**config.mk**
```make
export PLATFORM = sky130hd
export DESIGN_NAME = pll_clock_path_config
export DESIGN_NICKNAME = d
export VERILOG_FILES = /design/src/rtl/pll_cfg_pkg.sv /design/src/rtl/pll_clock_path_config.sv /design/src/rtl/pll_phase_detector.sv
export VERILOG_INCLUDE_DIRS = /design/src /design/src/rtl
export SDC_FILE = /design/constraint.sdc
export NUM_CORES = 1
export LEC_CHECK = 0
export ABC_CLOCK_PERIOD_IN_PS = 1600
export BUFFER_PORTS_ARGS = -buffer_cell sky130_fd_sc_hd__buf_2
export CAP_MARGIN = 10
export CELL_PAD_IN_SITES_DETAIL_PLACEMENT = 1
export CELL_PAD_IN_SITES_GLOBAL_PLACEMENT = 2
export CORE_MARGIN = 8
export CORE_UTILIZATION = 29
export DETAILED_ROUTE_END_ITERATION = 8
export PLACE_DENSITY_LB_ADDON = 0.1
export SLEW_MARGIN = 10
export SYNTH_ARGS = -nofsm -noshare
export SYNTH_HDL_FRONTEND = slang
export SYNTH_SLANG_ARGS = --single-unit
```
**constraint.sdc**
```tcl
create_clock -name pclk -period 1.6 [get_ports pclk]
set_clock_uncertainty 0.15 [all_clocks]
set_input_delay 0.16 -clock pclk [delete_from_list [all_inputs] [get_ports pclk]]
set_output_delay 0.16 -clock pclk [all_outputs]
set_load 0.05 [all_outputs]
```
**src/rtl/pll_cfg_defines.svh**
```systemverilog
// offsets, field values, reset values and timing counts of the clock path control
// assumes inclusion by the package, the design files and the testbench
`ifndef PLL_CFG_DEFINES_SVH
`define PLL_CFG_DEFINES_SVH

// register indices; byte address is four times the index
`define IDX_CTRL 12'h010
`define IDX_BACKLASH 12'h017
`define IDX_CAL 12'h018
`define IDX_PUMP_CUR 12'h020
`define IDX_STATUS 12'h021
`define IDX_PREDIV 12'h1E0
`define IDX_SOURCE 12'h1E1
`define IDX_UPDATE 12'h232
`define BYTE_ADDR(idx) ((idx) * 4)

// field values
`define PWR_NORMAL 2'h0
`define PWR_DOWN 2'h1
`define PUMP_HIZ 3'h0
`define PUMP_FORCE_UP 3'h1
`define PUMP_FORCE_DOWN 3'h2
`define PUMP_NORMAL 3'h3
`define PREDIV_DIV4 3'h2
`define PREDIV_DIV6 3'h4
`define UPDATE_CMD 8'h01

// reset values
`define RST_CTRL 8'h01
`define RST_PREDIV 3'h2

// timing
`define CLK_PERIOD_NS 5
`define CAL_TIME_NS 2000
`define CAL_CYCLES ((`CAL_TIME_NS + `CLK_PERIOD_NS - 1) / `CLK_PERIOD_NS)

`endif

```
**src/rtl/pll_cfg_pkg.sv**
```systemverilog
// types of the clock path control
// assumes the defines header sits beside it
package pll_cfg_pkg;
    `include "pll_cfg_defines.svh"

    // one full set of clock path settings, staged or active
    typedef struct packed {
        logic [1:0] power;
        logic [2:0] pump_mode;
        logic polarity;
        logic [1:0] backlash;
        logic [2:0] pump_current;
        logic cal;
        logic [2:0] prediv;
        logic bypass;
        logic source;
    } cfg_type;

    // charge pump drive
    typedef struct packed {
        logic up;
        logic down;
        logic hiz;
    } pump_type;

    typedef enum logic {CAL_IDLE, CAL_RUN} cal_state_type;
endpackage

```
**src/rtl/pll_clock_path_config.sv**
```systemverilog
// clock path and pll control registers behind an apb slave
// assumes an apb3 master on pclk and edge pins from the r and n counters
//
// How it works
// - power field 00b runs the pll, 01b powers it down
// - pre-divider field picks divide by 2, 3, 4, 5 or 6
// - bypass bit 0 feeds distribution from pre-divider, 1 feeds source directly
// - source bit 1 picks internal oscillator, 0 picks external clock input
// - polarity bit 0 positive, 1 negative
// - polarity only matters with the external oscillator
// - settings take effect only after 0x01 written to the update register
// - calibration starts when an update raises the calibration bit from 0 to 1
// - pll register range holds polarity, pump and detector settings
// - detector compares r and n counter outputs
// - two-bit field sets antibacklash pulse width
// - detector commands pump up or pump down
// - pump mode: high impedance, normal, forced up, forced down
// - pump current has eight programmable steps
// - pre-divider code 010b divides by 4 and is the reset value
// - after reset pll off, pre-divider in path, external source
`include "pll_cfg_defines.svh"

module pll_clock_path_config
    import pll_cfg_pkg::*;
#(
    parameter int CAL_LEN = `CAL_CYCLES
)
(
    // clock and reset
    input wire logic pclk,
    input wire logic presetn,
    // apb slave
    input wire logic psel,
    input wire logic penable,
    input wire logic pwrite,
    input wire logic [11:0] paddr,
    input wire logic [31:0] pwdata,
    output logic [31:0] prdata,
    output logic pready,
    output logic pslverr,
    // counter edges from outside
    input wire logic ref_edge_in,
    input wire logic fb_edge_in,
    // clock path control
    output logic pll_power_down,
    output logic source_internal,
    output logic prediv_bypass,
    output logic [2:0] prediv_ratio,
    output logic dist_feed,
    output logic [2:0] pump_current_setting,
    output pll_cfg_pkg::pump_type pump,
    // calibration
    output logic cal_start,
    output logic cal_busy
);
    import pll_cfg_pkg::*;

    cfg_type staged;
    cfg_type active;
    logic upd_pending;
    logic [11:0] idx;
    logic wr_en;
    logic mapped;
    logic [7:0] rd_val;
    logic [1:0] ref_sync;
    logic [1:0] fb_sync;
    logic pfd_up;
    logic pfd_down;
    logic pol_swap;
    logic [2:0] div_cnt;
    logic div_tick;
    cal_state_type cal_state;
    logic [$clog2(CAL_LEN + 1) - 1:0] cal_cnt;

    //--------------------------------------------------------------
    // apb decode
    //--------------------------------------------------------------

    // word index from byte address
    assign idx = {2'h0, paddr[11:2]};
    assign wr_en = psel && penable && pwrite;
    assign pready = 1'b1;

    // register read mux and map check
    always_comb
    begin
        mapped = 1'b1;
        rd_val = 8'h00;
        case (idx)
            `IDX_CTRL: rd_val = {staged.polarity, staged.pump_mode, 2'h0, staged.power};
            `IDX_BACKLASH: rd_val = {6'h00, staged.backlash};
            `IDX_CAL: rd_val = {7'h00, staged.cal};
            `IDX_PUMP_CUR: rd_val = {5'h00, staged.pump_current};
            `IDX_STATUS: rd_val = {4'h0, pump.hiz, pfd_down, pfd_up, cal_busy};
            `IDX_PREDIV: rd_val = {5'h00, staged.prediv};
            `IDX_SOURCE: rd_val = {6'h00, staged.source, staged.bypass};
            `IDX_UPDATE: rd_val = {7'h00, upd_pending};
            default: mapped = 1'b0;
        endcase
    end

    // read data and error latched in the setup cycle
    always_ff @(posedge pclk or negedge presetn)
    begin
        if (!presetn)
        begin
            prdata <= 32'h0000_0000;
            pslverr <= 1'b0;
        end
        else if (psel && !penable)
        begin
            prdata <= {24'h00_0000, rd_val};
            pslverr <= !mapped;
        end
    end

    //--------------------------------------------------------------
    // staged and active settings
    //--------------------------------------------------------------

    // software writes land in the staged copy
    always_ff @(posedge pclk or negedge presetn)
    begin
        if (!presetn)
        begin
            staged <= '0;
            staged.power <= `PWR_DOWN;
            staged.prediv <= `RST_PREDIV;
        end
        else if (wr_en)
        begin
            case (idx)
                `IDX_CTRL:
                begin
                    staged.power <= pwdata[1:0];
                    staged.pump_mode <= pwdata[6:4];
                    staged.polarity <= pwdata[7];
                end
                `IDX_BACKLASH: staged.backlash <= pwdata[1:0];
                `IDX_CAL: staged.cal <= pwdata[0];
                `IDX_PUMP_CUR: staged.pump_current <= pwdata[2:0];
                `IDX_PREDIV: staged.prediv <= pwdata[2:0];
                `IDX_SOURCE:
                begin
                    staged.bypass <= pwdata[0];
                    staged.source <= pwdata[1];
                end
                default: staged <= staged;
            endcase
        end
    end

    // update request, cleared by the transfer
    always_ff @(posedge pclk or negedge presetn)
    begin
        if (!presetn)
        begin
            upd_pending <= 1'b0;
        end
        else if (wr_en && idx == `IDX_UPDATE && pwdata[7:0] == `UPDATE_CMD)
        begin
            upd_pending <= 1'b1;
        end
        else
        begin
            upd_pending <= 1'b0;
        end
    end

    // staged copy moves to active only on update
    always_ff @(posedge pclk or negedge presetn)
    begin
        if (!presetn)
        begin
            active <= '0;
            active.power <= `PWR_DOWN;
            active.prediv <= `RST_PREDIV;
        end
        else if (upd_pending)
        begin
            active <= staged;
        end
    end

    //--------------------------------------------------------------
    // clock path
    //--------------------------------------------------------------

    assign pll_power_down = (active.power != `PWR_NORMAL);
    assign source_internal = active.source;
    assign prediv_bypass = active.bypass;
    assign pump_current_setting = active.pump_current;

    // code to ratio, codes above divide by 6 saturate
    always_comb
    begin
        if (active.prediv > `PREDIV_DIV6)
        begin
            prediv_ratio = 3'h6;
        end
        else
        begin
            prediv_ratio = active.prediv + 3'h2;
        end
    end

    // pre-divider tick counter
    always_ff @(posedge pclk or negedge presetn)
    begin
        if (!presetn)
        begin
            div_cnt <= 3'h0;
        end
        else if (div_cnt >= prediv_ratio - 3'h1)
        begin
            div_cnt <= 3'h0;
        end
        else
        begin
            div_cnt <= div_cnt + 3'h1;
        end
    end

    assign div_tick = (div_cnt == 3'h0);
    // distribution fed from pre-divider or source directly
    assign dist_feed = active.bypass ? 1'b1 : div_tick;

    //--------------------------------------------------------------
    // phase detector and charge pump
    //--------------------------------------------------------------

    // two-flop synchronisers, edge history lives inside the detector
    always_ff @(posedge pclk or negedge presetn)
    begin
        if (!presetn)
        begin
            ref_sync <= 2'h0;
            fb_sync <= 2'h0;
        end
        else
        begin
            ref_sync <= {ref_sync[0], ref_edge_in};
            fb_sync <= {fb_sync[0], fb_edge_in};
        end
    end

    pll_phase_detector u_pfd (
        .pclk(pclk),
        .presetn(presetn),
        .ref_level(ref_sync[1]),
        .fb_level(fb_sync[1]),
        .backlash(active.backlash),
        .up(pfd_up),
        .down(pfd_down)
    );

    // negative polarity swaps pump direction, external oscillator only
    assign pol_swap = active.polarity && !active.source;

    // pump drive from mode
    always_ff @(posedge pclk or negedge presetn)
    begin
        if (!presetn)
        begin
            pump <= '{up: 1'b0, down: 1'b0, hiz: 1'b1};
        end
        else
        begin
            case (active.pump_mode)
                `PUMP_NORMAL: pump <= '{up: pol_swap ? pfd_down : pfd_up,
                    down: pol_swap ? pfd_up : pfd_down, hiz: 1'b0};
                `PUMP_FORCE_UP: pump <= '{up: 1'b1, down: 1'b0, hiz: 1'b0};
                `PUMP_FORCE_DOWN: pump <= '{up: 1'b0, down: 1'b1, hiz: 1'b0};
                default: pump <= '{up: 1'b0, down: 1'b0, hiz: 1'b1};
            endcase
        end
    end

    //--------------------------------------------------------------
    // oscillator calibration
    //--------------------------------------------------------------

    // start on update that raises the calibration bit
    always_ff @(posedge pclk or negedge presetn)
    begin
        if (!presetn)
        begin
            cal_start <= 1'b0;
        end
        else
        begin
            cal_start <= upd_pending && staged.cal && !active.cal;
        end
    end

    // calibration run timer
    always_ff @(posedge pclk or negedge presetn)
    begin
        if (!presetn)
        begin
            cal_state <= CAL_IDLE;
            cal_cnt <= '0;
        end
        else
        begin
            case (cal_state)
                CAL_IDLE:
                begin
                    if (cal_start)
                    begin
                        cal_state <= CAL_RUN;
                        cal_cnt <= '0;
                    end
                end
                CAL_RUN:
                begin
                    if (cal_cnt == ($bits(cal_cnt))'(CAL_LEN - 1))
                    begin
                        cal_state <= CAL_IDLE;
                    end
                    else
                    begin
                        cal_cnt <= cal_cnt + 1'b1;
                    end
                end
                default: cal_state <= CAL_IDLE;
            endcase
        end
    end

    assign cal_busy = (cal_state == CAL_RUN);

    //--------------------------------------------------------------
    // checks
    //--------------------------------------------------------------

    property p_upd_clear;
        @(posedge pclk) disable iff (!presetn)
        upd_pending |=> !upd_pending;
    endproperty
    a_upd_clear: assert property (p_upd_clear)
        else $error("update bit did not clear");

    property p_transfer;
        @(posedge pclk) disable iff (!presetn)
        upd_pending |=> (active == $past(staged));
    endproperty
    a_transfer: assert property (p_transfer)
        else $error("staged settings not transferred");

    property p_hold_active;
        @(posedge pclk) disable iff (!presetn)
        !upd_pending |=> $stable(active);
    endproperty
    a_hold_active: assert property (p_hold_active)
        else $error("active settings changed without update");

    property p_power;
        @(posedge pclk) disable iff (!presetn)
        (upd_pending && staged.power == `PWR_DOWN) |=> pll_power_down;
    endproperty
    a_power: assert property (p_power)
        else $error("pll not powered down");

    property p_cal_run;
        @(posedge pclk) disable iff (!presetn)
        (upd_pending && staged.cal && !active.cal) |=> ##1 cal_busy [*8];
    endproperty
    a_cal_run: assert property (p_cal_run)
        else $error("calibration did not start");

    property p_internal_pol;
        @(posedge pclk) disable iff (!presetn)
        (active.pump_mode == `PUMP_NORMAL && active.source && pfd_up) |=> pump.up;
    endproperty
    a_internal_pol: assert property (p_internal_pol)
        else $error("polarity applied with internal oscillator");

    property p_hiz;
        @(posedge pclk) disable iff (!presetn)
        (active.pump_mode == `PUMP_HIZ) |=> (pump.hiz && !pump.up && !pump.down);
    endproperty
    a_hiz: assert property (p_hiz)
        else $error("pump not in high impedance");

    property p_div4;
        @(posedge pclk) disable iff (!presetn)
        (active.prediv == `PREDIV_DIV4 && !active.bypass && div_tick) |=>
            (active.prediv != `PREDIV_DIV4 || active.bypass || !dist_feed)
            ##1 (active.prediv != `PREDIV_DIV4 || active.bypass || !dist_feed)
            ##1 (active.prediv != `PREDIV_DIV4 || active.bypass || !dist_feed);
    endproperty
    a_div4: assert property (p_div4)
        else $error("divide by 4 spacing wrong");
endmodule

```
**src/rtl/pll_phase_detector.sv**
```systemverilog
// phase frequency detector with antibacklash hold
// assumes both edge levels are already synchronised to pclk
module pll_phase_detector
    import pll_cfg_pkg::*;
(
    // clock and reset
    input wire logic pclk,
    input wire logic presetn,
    // compared inputs
    input wire logic ref_level,
    input wire logic fb_level,
    input wire logic [1:0] backlash,
    // pump requests
    output logic up,
    output logic down
);
    import pll_cfg_pkg::*;

    logic ref_last;
    logic fb_last;
    logic [1:0] hold;

    // edge history
    always_ff @(posedge pclk or negedge presetn)
    begin
        if (!presetn)
        begin
            ref_last <= 1'b0;
            fb_last <= 1'b0;
        end
        else
        begin
            ref_last <= ref_level;
            fb_last <= fb_level;
        end
    end

    // up on reference edge, down on feedback edge, both cleared after hold
    always_ff @(posedge pclk or negedge presetn)
    begin
        if (!presetn)
        begin
            up <= 1'b0;
            down <= 1'b0;
            hold <= 2'h0;
        end
        else if (up && down)
        begin
            if (hold == backlash)
            begin
                up <= 1'b0;
                down <= 1'b0;
                hold <= 2'h0;
            end
            else
            begin
                hold <= hold + 2'h1;
            end
        end
        else
        begin
            if (ref_level && !ref_last)
            begin
                up <= 1'b1;
            end
            if (fb_level && !fb_last)
            begin
                down <= 1'b1;
            end
        end
    end

    // both requests end within the antibacklash hold
    property p_backlash_end;
        @(posedge pclk) disable iff (!presetn)
        (up && down) |-> ##[1:4] (!up && !down);
    endproperty
    a_backlash_end: assert property (p_backlash_end)
        else $error("antibacklash hold did not end");
endmodule

```
-- Word-level counts from Yosys, hierarchy flattened
Index checks and enable logic that the tools add are counted.
- flip-flop bits (word level): 71
- bits of input ports: 51
- output and inout port bits: 49
- logic and storage cells: 112
- $add $sub $neg: 5
- order comparisons: 2
- eq/ne operators: 17
- muxes and demuxes: 21
- bitwise operators: 1
- reduce and logical (&&, ||, !) cells: 31
- operator list (kind ; number):
    one-hot mux 8 bit (8 select lines) ; 1
    == test 10 x 5 -> 1 bit, second input constant ; 3
    == test 10 x 6 -> 1 bit, second input constant ; 2
    == test 10 x 9 -> 1 bit, second input constant ; 2
    two-way mux 9 bit ; 2
    one-hot mux 9 bit (2 select lines) ; 1
    AND reduction 2 bit ; 9
    two-way mux 1 bit ; 12
    logical AND 1 bit ; 11
    == test 10 bit, second input constant ; 1
    adder 9 x 1 -> 9 bit, second input constant ; 1
    == test 9 bit, second input constant ; 1
    one-hot mux 3 bit (3 select lines) ; 1
    == test 8 x 1 -> 1 bit, second input constant ; 1
    OR reduction 8 bit ; 1
    == test 3 x 2 -> 1 bit, second input constant ; 2
    zero test 1 bit ; 6
    two-way mux 3 bit ; 2
    inequality test 2 bit, second input constant ; 3
    nonzero test 2 bit ; 3
    adder 3 x 1 -> 3 bit, second input constant ; 1
    adder 3 x 2 -> 3 bit, second input constant ; 1
    == test 3 x 1 -> 1 bit, second input constant ; 1
    greater-or-equal comparator 3 bit ; 1
    8 further kinds ; 8

-- Longest topological paths before layout
Gate-level depths: netlist (run 1).
- word-level depth: 5
- depth in mapped cells: 7
- mapped depth without buffers: 7

-- Modules after synthesis
A second synthesis (run 1) with hierarchy kept.
- cells, all modules: 309
- area total of the unflattened synthesis: 3484.6 um2
- by module, submodules not included (module ; instances ; cells an instance ; area each (um2) ; seq. area each (um2)):
    pll_clock_path_config ; 1 ; 288 ; 3248.1 ; 1632.8
    pll_phase_detector ; 1 ; 21 ; 236.5 ; 150.1

-- Worst setup path before layout (run 1)
OpenSTA, ideal clock, no wires.
- path kind: reg-to-reg
- start point: register active[3] (netlist bit)
- end point: register div_cnt[2]
- setup time: 71 ps
- arrival time: 1861 ps
- required time: 1379 ps
- slack: -482 ps
- cell stages (with the launch flop): 8
- path buffers: 0
- period minus slack after synthesis: 2082 ps
- cells stage by stage: dfstp_2 > nand2b_1 > inv_1 > ha_1 > ha_1 > a21o_1 > a21o_1 > nor2_1
- longest elaborated chain between the ends: 5
- elaborated cells on any way between the ends: 6
- those cells by class: add/sub: 2; order compare: 2; mux: 2
- ends and longest elaborated chain (what ; line ; RTL):
    start, declared ; pll_clock_path_config.sv:59 ; cfg_type active;
    start signal, assigned ; pll_clock_path_config.sv:181 ; active <= staged;
    adder 3 x 2 -> 3 bit / > comparator 3 bit (equally long branches) ; n/a ;
    two-way mux 3 bit (*) ; pll_clock_path_config.sv:197 ; if (active.prediv > `PREDIV_DIV6)
    net prediv_ratio[1] ; pll_clock_path_config.sv:48 ; output logic [2:0] prediv_ratio,
    subtractor 3 x 1 -> 3 bit (*) ; pll_clock_path_config.sv:214 ; else if (div_cnt >= prediv_ratio - 3'h1)
    greater-or-equal comparator 3 bit (*) ; pll_clock_path_config.sv:214 ;
    two-way mux 3 bit (*) ; pll_clock_path_config.sv:214 ;
    end signal, assigned ; pll_clock_path_config.sv:220 ; div_cnt <= div_cnt + 3'h1;
    end, declared ; pll_clock_path_config.sv:70 ; logic [2:0] div_cnt;
Mark *: on every way through the listed nets, which the timed path passes. The rest lies on a longest branch.
A chain may end at the register's enable or synchronous reset.

-- Worst setup path after layout (run 1)
- start point: register active[3] (netlist bit)
- end point: register div_cnt[2]
- longest elaborated chain between the ends: 5
- elaborated cells on any way between the ends: 6
- those cells by class: add/sub: 2; order compare: 2; mux: 2
- ends and longest elaborated chain (what ; line):
    adder 3 x 2 -> 3 bit / > comparator 3 bit (equally long branches) ; n/a
    two-way mux 3 bit (*) ; pll_clock_path_config.sv:197
    subtractor 3 x 1 -> 3 bit (*) ; pll_clock_path_config.sv:214
    greater-or-equal comparator 3 bit (*) ; pll_clock_path_config.sv:214
    two-way mux 3 bit (*) ; pll_clock_path_config.sv:214
Mark *: on every way between the ends. The rest lies on a longest branch, timed or not.

==> summary.md, run 1 <==
| Metric | Value |
|---|---|
| Clk root buf | clkbuf_16 |
| Critical path launch point | active[3] |
| Largest net degree at the start of global routing | 36 |
| Syn Area/Cell | 11.3 um^2 |
| Type of destination of the critical path | register |
| CP arrival | between 1500 and 2000 ps |
| Clk_lat worst skew | approximately 320 ps |
| Cells on worst reg2reg path | 7 |
| Max cap viols | 0 |
| Die Span Y | 126 um |
| Routed len/inst | 16.2 um |
| Worst Path Required | between 1500 and 2000 ps |
| Maximum vdd ir drop | just over 0.4 mV |
| PwrDens | about 950 nW/um^2 |
| Setup slack after layout | -119 ps |
| Post-synthesis cell area | approximately 3500 um^2 |
| Layout Nets | 462 |
| Cell variety after synth | 51 |
| # setup viols final | 5 |
| Crit start category | register |
| Layout cells sized above 1 | 40.8% |
| DRC | 0 |
| I/O Buffers | 48 |
| RSZ-0062 raised after global routing | true |
| Ys flop type | dfrtp_1 |
| Final wirelength | approximately 9.0 mm |
| Post-route antenna net violation count | 0 |
| CTS max path bufs | 2 |
| Dpl hpwl | slightly below 7 mm |
| Mux cell area share after synthesis | approximately 12% |
| Final Hold Vio Count | 0 |
| GPL Wtd Cong | ~0.75 |
| Cell Rows | 40 |
| Hold Crit Class | in2reg |
| Yosys warns | 0 |
| Placed standard-cell area | slightly above 4000 um^2 |
| Filler cell count | 1303 |
| Congestion Overflow GR | 0 |
| R2R Setup Slk | -120 ps |
| Worst setup path endpoint | div_cnt[2] |
| First-pass GRT wire length | ~15 mm |
| Min Hold Slack | 50.7 ps |
| CTS tree | built |
| Synth Register Bits | 71 |
| Number of CTS-inserted buffers | 9 |
| Final Cycle Share | 107% |
| Footprint of the multi-input gates | 1620 um^2 |
| Average vias per placed instance | 4.57 |
| Initial cell density of the core | 29.4% |
| Post-synthesis simple-gate area fraction | 16.0% |
| Cells after synthesis | around 300 |
| Non-Filler Instances | 556 |
| DP Worst Slack | -221 ps |
| P&R area growth vs syn | 32.6% |
| Critical path type | reg2reg |
| Placed cell count | 526 |
| Vias | 2539 |
| Die extent in x | 126 um |
| Post-synth EDFFs | 0 |
| Leakage power | roughly 2.3 nW |
| Drt first pass iters | 5 |
| Sequential area share after synthesis | between 50% and 60% |
| Core area | 11900 um^2 |
| Main combinational cell family by area after synthesis | simple AND/OR/NAND/NOR gates |
| Failing checks | setup timing |
| FMAX | between 500 and 600 MHz |
| Critical Path Fanout Max | 3 |
| Initial antenna violation count | 0 |
| Reg area | ~1800 um^2 |
| Adder-cell share of the synthesized area | between 2 and 3% |
| Diodes inserted | 0 |
| R2r startpoint | active[3] |
| Min Clock Period, post-route | around 1700 ps |
| R2R Path End | div_cnt[2] |
| Vias in the first global route | about 2800 |
| DIE AREA | 15800 um^2 |
| Status | finished, violations left |
| 1st-iter DRT viols | 62 |
| I/O pin count | 100 |
| H-Tree Depth | 3 |
| Worst-path clk slew | 60 ps |
| Async SR Flop Fraction | 100% |
| Post-Synth XOR/XNOR Area | 2.01% |
| Global-route usage over all layers | a little under an eighth |
| Sinks on the clock net | a little over 70 |
| Final Slew Violations | 0 |
| Final Cell Area | roughly 4600 um^2 |
| Compound-gate portion of the synthesized area | 7.46% |
-- cells by family after synthesis --
logic type / Yosys count
AND/OR/NAND/NOR: 96
flip-flops: 71
buffers and inverters: 48
multiplexers: 39
AO/OA/AOI/OAI: 38
XOR/XNOR: 8
adder cells (fa/ha/maj): 7
other: 2
-- cell usage after synthesis, types with 3 or more instances --
cell type,instances,area (um^2)
nand4_1,3,18.8
nor3_1,5,25.0
nand2b_1,6,37.5
nand2_1,17,63.8
mux2_2,34,383
a2bb2oi_1,3,26.3
buf_4,28,210
a21oi_1,4,20.0
dfstp_2,5,131
a21o_1,3,22.5
nand3_1,11,55.1
dfrtp_1,66,1650
o21ai_0,12,60.1
a22o_1,4,35.0
nor2b_1,7,43.8
ha_1,7,87.6
buf_2,3,15.0
mux2i_1,5,50.1
and3_1,7,43.8
xnor2_1,4,35.0
nor2_1,19,71.3
inv_1,14,52.6
a22oi_1,3,22.5
xor2_1,4,35.0
-- area by class of cell --
type,count,share of cell area [%]
repair buffers,95,14.7
well taps,147,3.98
clock inverters,3,0.514
multi-input cells,213,35.0
flip-flops and latches,71,38.6
inverters,14,1.14
clock buffers,13,6.06
-- worst max-delay path, cell delays in order (launching register included) --
cell      delay, ps
dfstp_2         550
nand2b_4         60
inv_2            60
ha_4            200
ha_4            200
a21o_1          150
a21o_1          180
nor2_1          100
-- repair_timing --
action | 4_1_cts | 5_1_grt
setup endpoints to repair | 9 | 12
cloned | 0 | 0
hold buffers | 9 | 0
gates resized for setup | 16 | 10
pin swaps | 8 | 8
hold endpoints to repair | 74 | 0
buffers inserted | 2 | 3
-- flip-flops by register name, summed over array words and instances (netlist names) --
register / count
u_pfd.fb_last: 1
ref_sync: 2
prdata: 8
u_pfd.ref_last: 1
fb_sync: 2
u_pfd.hold: 2
div_cnt: 3
cal_busy: 1
cal_start: 1
cal_cnt: 9
u_pfd.up: 1
pslverr: 1
upd_pending: 1
pump_current_setting: 3
source_internal: 1
pump: 3
staged: 17
u_pfd.down: 1
active: 12
prediv_bypass: 1
-- worst min path at each step --
stage | startpoint | endpoint | depth (start not counted)
finish | pwdata[1] | staged[0] | 2
global route | pwdata[1] | staged[3] | 2
CTS | penable | prdata[3] | 4
detailed placement | presetn | prdata[7] | 1
global placement | presetn | prdata[7] | 1
floorplan | presetn | active[10] | 0
-- layer usage --
| layer | up-vias | part of all wire (%) | GRT usage [%] |
|---|---|---|---|
| li1 | 1218 | - | - |
| met1 | 1261 | 49 | 15.7 |
| met2 | 52 | 46 | 18.5 |
| met3 | 8 | 3.4 | 2.41 |
| met4 | 0 | 1.3 | 4.73 |
| met5 | - | 0 | 0 |
-- cells in the final DEF (no fill, tap or decap), types with 2 or more instances in the layout --
cell / netlist / routed
dfrtp_1: 66 / 64
buf_2: 3 / 44
buf_4: 28 / 35
mux2_2: 34 / 34
conb_1: 2 / 25
nor2_1: 19 / 19
nand2_1: 17 / 17
inv_1: 14 / 13
nand3_1: 11 / 10
o21ai_0: 12 / 9
clkbuf_16: 0 / 9
dlygate4sd3_1: 0 / 9
nor2b_1: 7 / 7
and3_1: 7 / 7
mux2i_1: 5 / 5
nor3_1: 5 / 5
dfstp_2: 5 / 5
nand2b_1: 6 / 4
a21oi_1: 4 / 4
a22o_1: 4 / 4
xor2_1: 4 / 4
clkbuf_8: 0 / 4
a21o_1: 3 / 3
nand4_1: 3 / 3
xnor2_1: 4 / 3
o21ai_1: 1 / 3
a2bb2oi_1: 3 / 3
a22oi_1: 3 / 3
ha_1: 7 / 3
ha_4: 0 / 3
buf_6: 0 / 3
buf_12: 0 / 3
nand2b_4: 0 / 2
nor4_4: 2 / 2
nor3_2: 2 / 2
nor3b_1: 2 / 2
a32oi_1: 2 / 2
dfrtp_2: 0 / 2
clkinvlp_4: 0 / 2
-- power breakdown --
part	internal, W	total (W)	switching [W]
Clock	0.00122	0.00198	0.000751
Combinational	0.000172	0.000537	0.000364
Sequential	0.00186	0.00190	0.0000430
-- metrics by stage --
step,total power [W],TNS [ps],utilization (%)
after global routing,0.00462,-819,39.0
final,0.00441,-429,39.0
after floorplan,0.00228,-591,-
after detailed placement,0.00246,-3580,34.5
after global placement,0.00245,-2720,34.5
after CTS,0.00447,-642,38.4
Power figures use the tool's default switching activity.
==> run 2, diff against run 1 <==
PLACE_DENSITY_LB_ADDON = 0.15   (was 0.1)
==> summary.md, run 2 (same netlist as run 1, synthesis figures left out) <==
| Metric | Value |
|---|---|
| Status | finished, violations left |
| Failing checks | setup timing |
| Placed standard-cell area | between 4000 and 5000 um^2 |
| CTS tree | built |
| CP arrival | about 1900 ps |
| Cells along the critical path | nand2b_4 -> inv_2 -> ha_4 -> ha_4 -> a21o_1 -> a21o_1 -> nor2_1 |
| Congestion Overflow GR | 0 |
| Diodes inserted | 0 |
| DRC | 0 |
| GPL Wtd Cong | around 0.75 |
| Initial antenna violation count | 0 |
| Reg area | ~1800 um^2 |
| Most common cell after layout, fill and taps aside | dfrtp_1 |
| Drt first pass iters | 4 |
| Final Cycle Share | 109% |
| RSZ-0062 raised after global routing | true |
| Cells on worst reg2reg path | 7 |
| Number of CTS-inserted buffers | 9 |
| Critical path launch point | active[3] |
| Hold Crit Class | in2reg |
| Met2 usage | 18.5% |
| Clock power share | about 45% |
| Filler cell count | ~1300 |
| Min Hold Slack | 19.3 ps |
| P_sw | around 0.0012 W |
| Global-route usage over all layers | approximately 12% |
| Die extent in x | approximately 130 um |
| Final Hold Vio Count | 0 |
| Clk root buf | clkbuf_16 |
| H-Tree Depth | 3 |
| Vias | around 2500 |
| Number of flip-flops in the largest register | 17 |
| Worst-path clk slew | 50 ps |
| Most frequent cells in the layout | dfrtp_1 (65), buf_4 (44), buf_2 (43) |
| Comb power frac | approximately an eighth |
| I/O pin count | 100 |
| Sum Neg Setup Slack | -419 ps |
| Critical path type | reg2reg |
| Crit path max-delay cell type | dfstp_2 |
| CP peak stage delay | between 500 and 600 ps |
| Final Cell Area | approximately 4600 um^2 |
| R2r startpoint | active[3] |
| Layout cells sized above 1 | 41.7% |
| Non-Filler Instances | about 560 |
| WP depth | 7 |
| DIE AREA | 15800 um^2 |
| Hold depth | 2 |
| Final wirelength | between 9 and 10 mm |
| First-pass GRT wire length | ~15 mm |
| Reg power frac | between 40% and 50% |
| Layout Nets | roughly 470 |
| Clk_lat worst skew | 330 ps |
| Core area | ~12000 um^2 |
| Sw Share | 26.3% |
| Dpl hpwl | 6.70 mm |
| CTS max path bufs | 2 |
| # setup viols final | 4 |
| Crit start category | register |
| Die Span Y | ~130 um |
| P&R area growth vs syn | 32.9% |
| 1st-iter DRT viols | roughly 120 |
| Placed cell count | between 500 and 600 |
| Type of destination of the critical path | register |
| Post-route antenna net violation count | 0 |
| Worst path bufs/invs | 1 |
| Min Clock Period, post-route | around 1700 ps |
| FMAX | between 500 and 600 MHz |
| Footprint of the multi-input gates | roughly 1600 um^2 |
| I/O Buffers | 48 |
| Average vias per placed instance | around 4.5 |
| Worst Path Required | roughly 1700 ps |
| Largest net degree at the start of global routing | slightly above 70 |
| Routed len/inst | around 16 um |
| Setup slack after layout | -140 ps |
| Grt met1 use | between 10% and 20% |
| Cell family with most CP delay | flip-flops |
| Internal power | between 0.003 and 0.004 W |
| Initial cell density of the core | between 20% and 30% |
| Final Slew Violations | 0 |
| Maximum vdd ir drop | roughly 0.43 mV |
| Grt peak-use layer | met2 |
| Max cap viols | 0 |
| Met3 usage | 2.87% |
| Sinks on the clock net | 71 |
| Critical Path Fanout Max | 3 |
| Vias in the first global route | 2783 |
| PwrDens | 961 nW/um^2 |
| Largest register by flop count | staged |
| Cell Rows | 40 |
| Biggest regs | staged x17, active x12, cal_cnt x9 |
| Leakage power | ~2.3 nW |
| HP Start | pwdata[2] |
| Core Util, Final | approximately two fifths |
## run 2: cell types whose count changed in the layout (fill, tap and decap cells not counted), moves of 2 or more
cell,previous run,this run
buf_4,35,44
clkbuf_8,4,1
clkinv_2,0,3
and3_1,7,5
and3_4,0,2
buf_12,3,1
clkbuf_1,0,2
clkinvlp_4,2,0
inv_1,13,11
inv_2,1,3
o21ai_0,9,11
## run 2: final timing paths
kind	endpoint	slack, ps
max	div_cnt[0]	-140
max in group asynchronous	active[3]	710
min in group asynchronous	pump[1]	240
min reg2reg	fb_sync[1]	200
max reg2reg	div_cnt[0]	-140
min	staged[8]	20
## run 2: per-stage QoR
| stage | total power [W] | setup WS, ps |
|---|---|---|
| floorplan | 0.00228 | -207 |
| global placement | 0.00246 | -199 |
| detailed placement | 0.00247 | -209 |
| CTS | 0.00451 | -177 |
| global route | 0.00467 | -199 |
| finish | 0.00446 | -140 |
## run 2: power by group through the flow
stage	combinational [W]	sequential [W]	clock, W
finish	0.000561	0.00190	0.00200
global route	0.000626	0.00191	0.00213
CTS	0.000567	0.00190	0.00204
detailed placement	0.000540	0.00193	0
global placement	0.000531	0.00193	0
floorplan	0.000335	0.00194	0
## run 2: area by class of cell
type                       instances  area share, %
inverter                          14           1.13
multi-input combinational        213           34.8
clock inverter                     4          0.971
clock buffer                      12           5.32
sequential                        71           38.5
timing repair buffer             101           15.3
tap                              147           3.97
## run 2: what timing repair did
action,in CTS,in global routing
endpoints found under the setup margin,9,13
hold buffers,8,0
pin swaps,2,11
endpoints found under the hold margin,73,0
buffers inserted,3,3
resized for setup,11,18
## run 2: routing by layer
layer / wire length, um / vias to the layer above
met5: 0 / -
met4: 167 / 0
met3: 338 / 12
met2: 4120 / 56
met1: 4400 / 1241
li1: - / 1234
==> run 3, diff against run 2 <==
HOLD_SLACK_MARGIN = 0.05   (was default)
RECOVER_POWER = 25   (was default)
==> summary.md, run 3 (same netlist as run 1, synthesis figures left out) <==
| Metric | Value |
|---|---|
| Initial cell density of the core | 29.4% |
| Post-route antenna net violation count | 0 |
| Clk_lat worst skew | about 330 ps |
| Die extent in x | approximately 130 um |
| Largest net degree at the start of global routing | slightly above 70 |
| FMAX | 575 MHz |
| PwrDens | roughly 960 nW/um^2 |
| Worst Path Required | 1710 ps |
| Layout cells sized above 1 | between 40% and 50% |
| Vias in the first global route | approximately 2800 |
| Critical path type | reg2reg |
| H-Tree Depth | 3 |
| Failing checks | setup timing |
| Maximum vdd ir drop | ~0.43 mV |
| First-pass GRT wire length | approximately 15 mm |
| Max cap viols | 0 |
| Core area | about 12000 um^2 |
| Tot Pwr | 0.00445 W |
| Dpl hpwl | 6.70 mm |
| Largest register by flop count | staged |
| Worst path bufs/invs | 1 |
| Drt first pass iters | 4 |
| Final wirelength | between 9 and 10 mm |
| CTS tree | built |
| DIE AREA | around 16000 um^2 |
| Critical Path Fanout Max | 3 |
| P&R area growth vs syn | 33.1% |
| Worst rel slew slack | between 30% and 40% |
| Hold depth | 2 |
| I/O pin count | 100 |
| R2R Setup Slk | -140 ps |
| Worst-path clk slew | about 60 ps |
| Final Cell Area | between 4000 and 5000 um^2 |
| Final Hold Vio Count | 0 |
| Most common cell after layout, fill and taps aside | dfrtp_1 |
| Status | finished, violations left |
| CP peak stage delay | 560 ps |
| Slew at the pin closest to its max-slew limit | just over 900 ps |
| Final Slew Violations | 0 |
| Filler cell count | between 1000 and 1500 |
| Die Span Y | ~130 um |
| Number of CTS-inserted buffers | 9 |
| Average vias per placed instance | about 4.5 |
| GPL Wtd Cong | 0.746 |
| DRC | 0 |
| Hold Crit Class | in2reg |
| HP Start | pwdata[0] |
| Crit path max-delay cell type | dfstp_2 |
| Most frequent cells in the layout | dfrtp_1 (65), buf_4 (45), buf_2 (43) |
| Leakage power | 2.27 nW |
| Setup slack after layout | -140 ps |
| 1st-iter DRT viols | 109 |
| # setup viols final | 4 |
| Cells along the critical path | nand2b_4 -> inv_2 -> ha_4 -> ha_4 -> a21o_1 -> a21o_1 -> nor2_1 |
| Cells on worst reg2reg path | 7 |
| CP arrival | ~1900 ps |
| Congestion Overflow GR | 0 |
| Diodes inserted | 0 |
| Layout Nets | 470 |
| Crit start category | register |
| Min Hold Slack | ~66 ps |
| Number of flip-flops in the largest register | 17 |
| Final Cycle Share | 109% |
| R2R Path End | div_cnt[0] |
| Initial antenna violation count | 0 |
| I/O Buffers | 48 |
| Cell family with most CP delay | flip-flops |
| Vias | 2544 |
| RSZ-0062 raised after global routing | true |
| Hold Path Sink | staged[9] |
| Type of destination of the critical path | register |
| Placed standard-cell area | 4110 um^2 |
| Min Clock Period, post-route | 1740 ps |
| CTS max path bufs | 2 |
| Clk root buf | clkbuf_16 |
| Sinks on the clock net | around 70 |
| R2r startpoint | active[3] |
| Routed len/inst | between 15 and 20 um |
| Global-route usage over all layers | 12.1% |
| Biggest regs | staged x17, active x12, cal_cnt x9 |
| Cell Rows | 40 |
run 3: changes by cell type in the layout (fill, tap and decap cells not counted):
cell	change
buf_4	+1
buf_12	-1
dlygate4sd3_1	+2
run 3: power breakdown:
part | leakage [nW] | internal (W) | total [W] | switching (W)
clock network | 0.146 | 0.00124 | 0.00199 | 0.000750
registers | 0.940 | 0.00186 | 0.00190 | 0.0000400
logic | 1.19 | 0.000185 | 0.000560 | 0.000376
total | 2.27 | 0.00329 | 0.00445 | 0.00117
run 3: worst max-delay path by stage:
stage               from          to  slack (ps)  cells after the start
2_1_floorplan  active[3]  div_cnt[0]        -210                      7
3_3_place_gp   active[4]  div_cnt[0]        -200                      6
3_5_place_dp   active[4]  div_cnt[0]        -210                      6
4_1_cts        active[3]  div_cnt[1]        -180                      7
5_1_grt        active[3]  div_cnt[0]        -200                      7
6_report       active[3]  div_cnt[0]        -140                      7
run 3: metal layers:
layer	vias to the layer above	track usage [%]	wire, um
met5	-	0	0
li1	1238	-	-
met4	0	5.66	171
met2	53	18.5	4130
met1	1241	15.9	4410
met3	12	2.87	316
run 3: area by class of cell:
| class | instances | area [um^2] | area share, % |
|---|---|---|---|
| inverter | 14 | 52.6 | 1.13 |
| multi-input combinational | 213 | 1620 | 34.8 |
| clock buffer | 12 | 246 | 5.31 |
| sequential | 71 | 1780 | 38.4 |
| timing repair buffer | 103 | 717 | 15.4 |
| clock inverter | 4 | 45.0 | 0.970 |
| tap | 147 | 184 | 3.96 |
run 3: stage by stage:
stage,cells,worst slack [ps],setup TNS (ps),utilization (%)
CTS,561,-177,-553,38.5
finish,564,-140,-418,39.2
global route,564,-199,-653,39.2
floorplan,332,-207,-591,-
detailed placement,532,-209,-2380,34.6
global placement,532,-199,-2040,34.6
run 3: worst register-to-register path, stage by stage (launching register included):
cell,delay (ps)
dfstp_2,560
nand2b_4,60
inv_2,60
ha_4,190
ha_4,200
a21o_1,140
a21o_1,200
nor2_1,110
run 3: timing repair:
action	4_1_cts	5_1_grt
buffers inserted	3	3
hold buffers	10	0
gates resized for setup	11	18
pin swaps	2	11
setup endpoints to repair	9	13
endpoints found under the hold margin	81	0
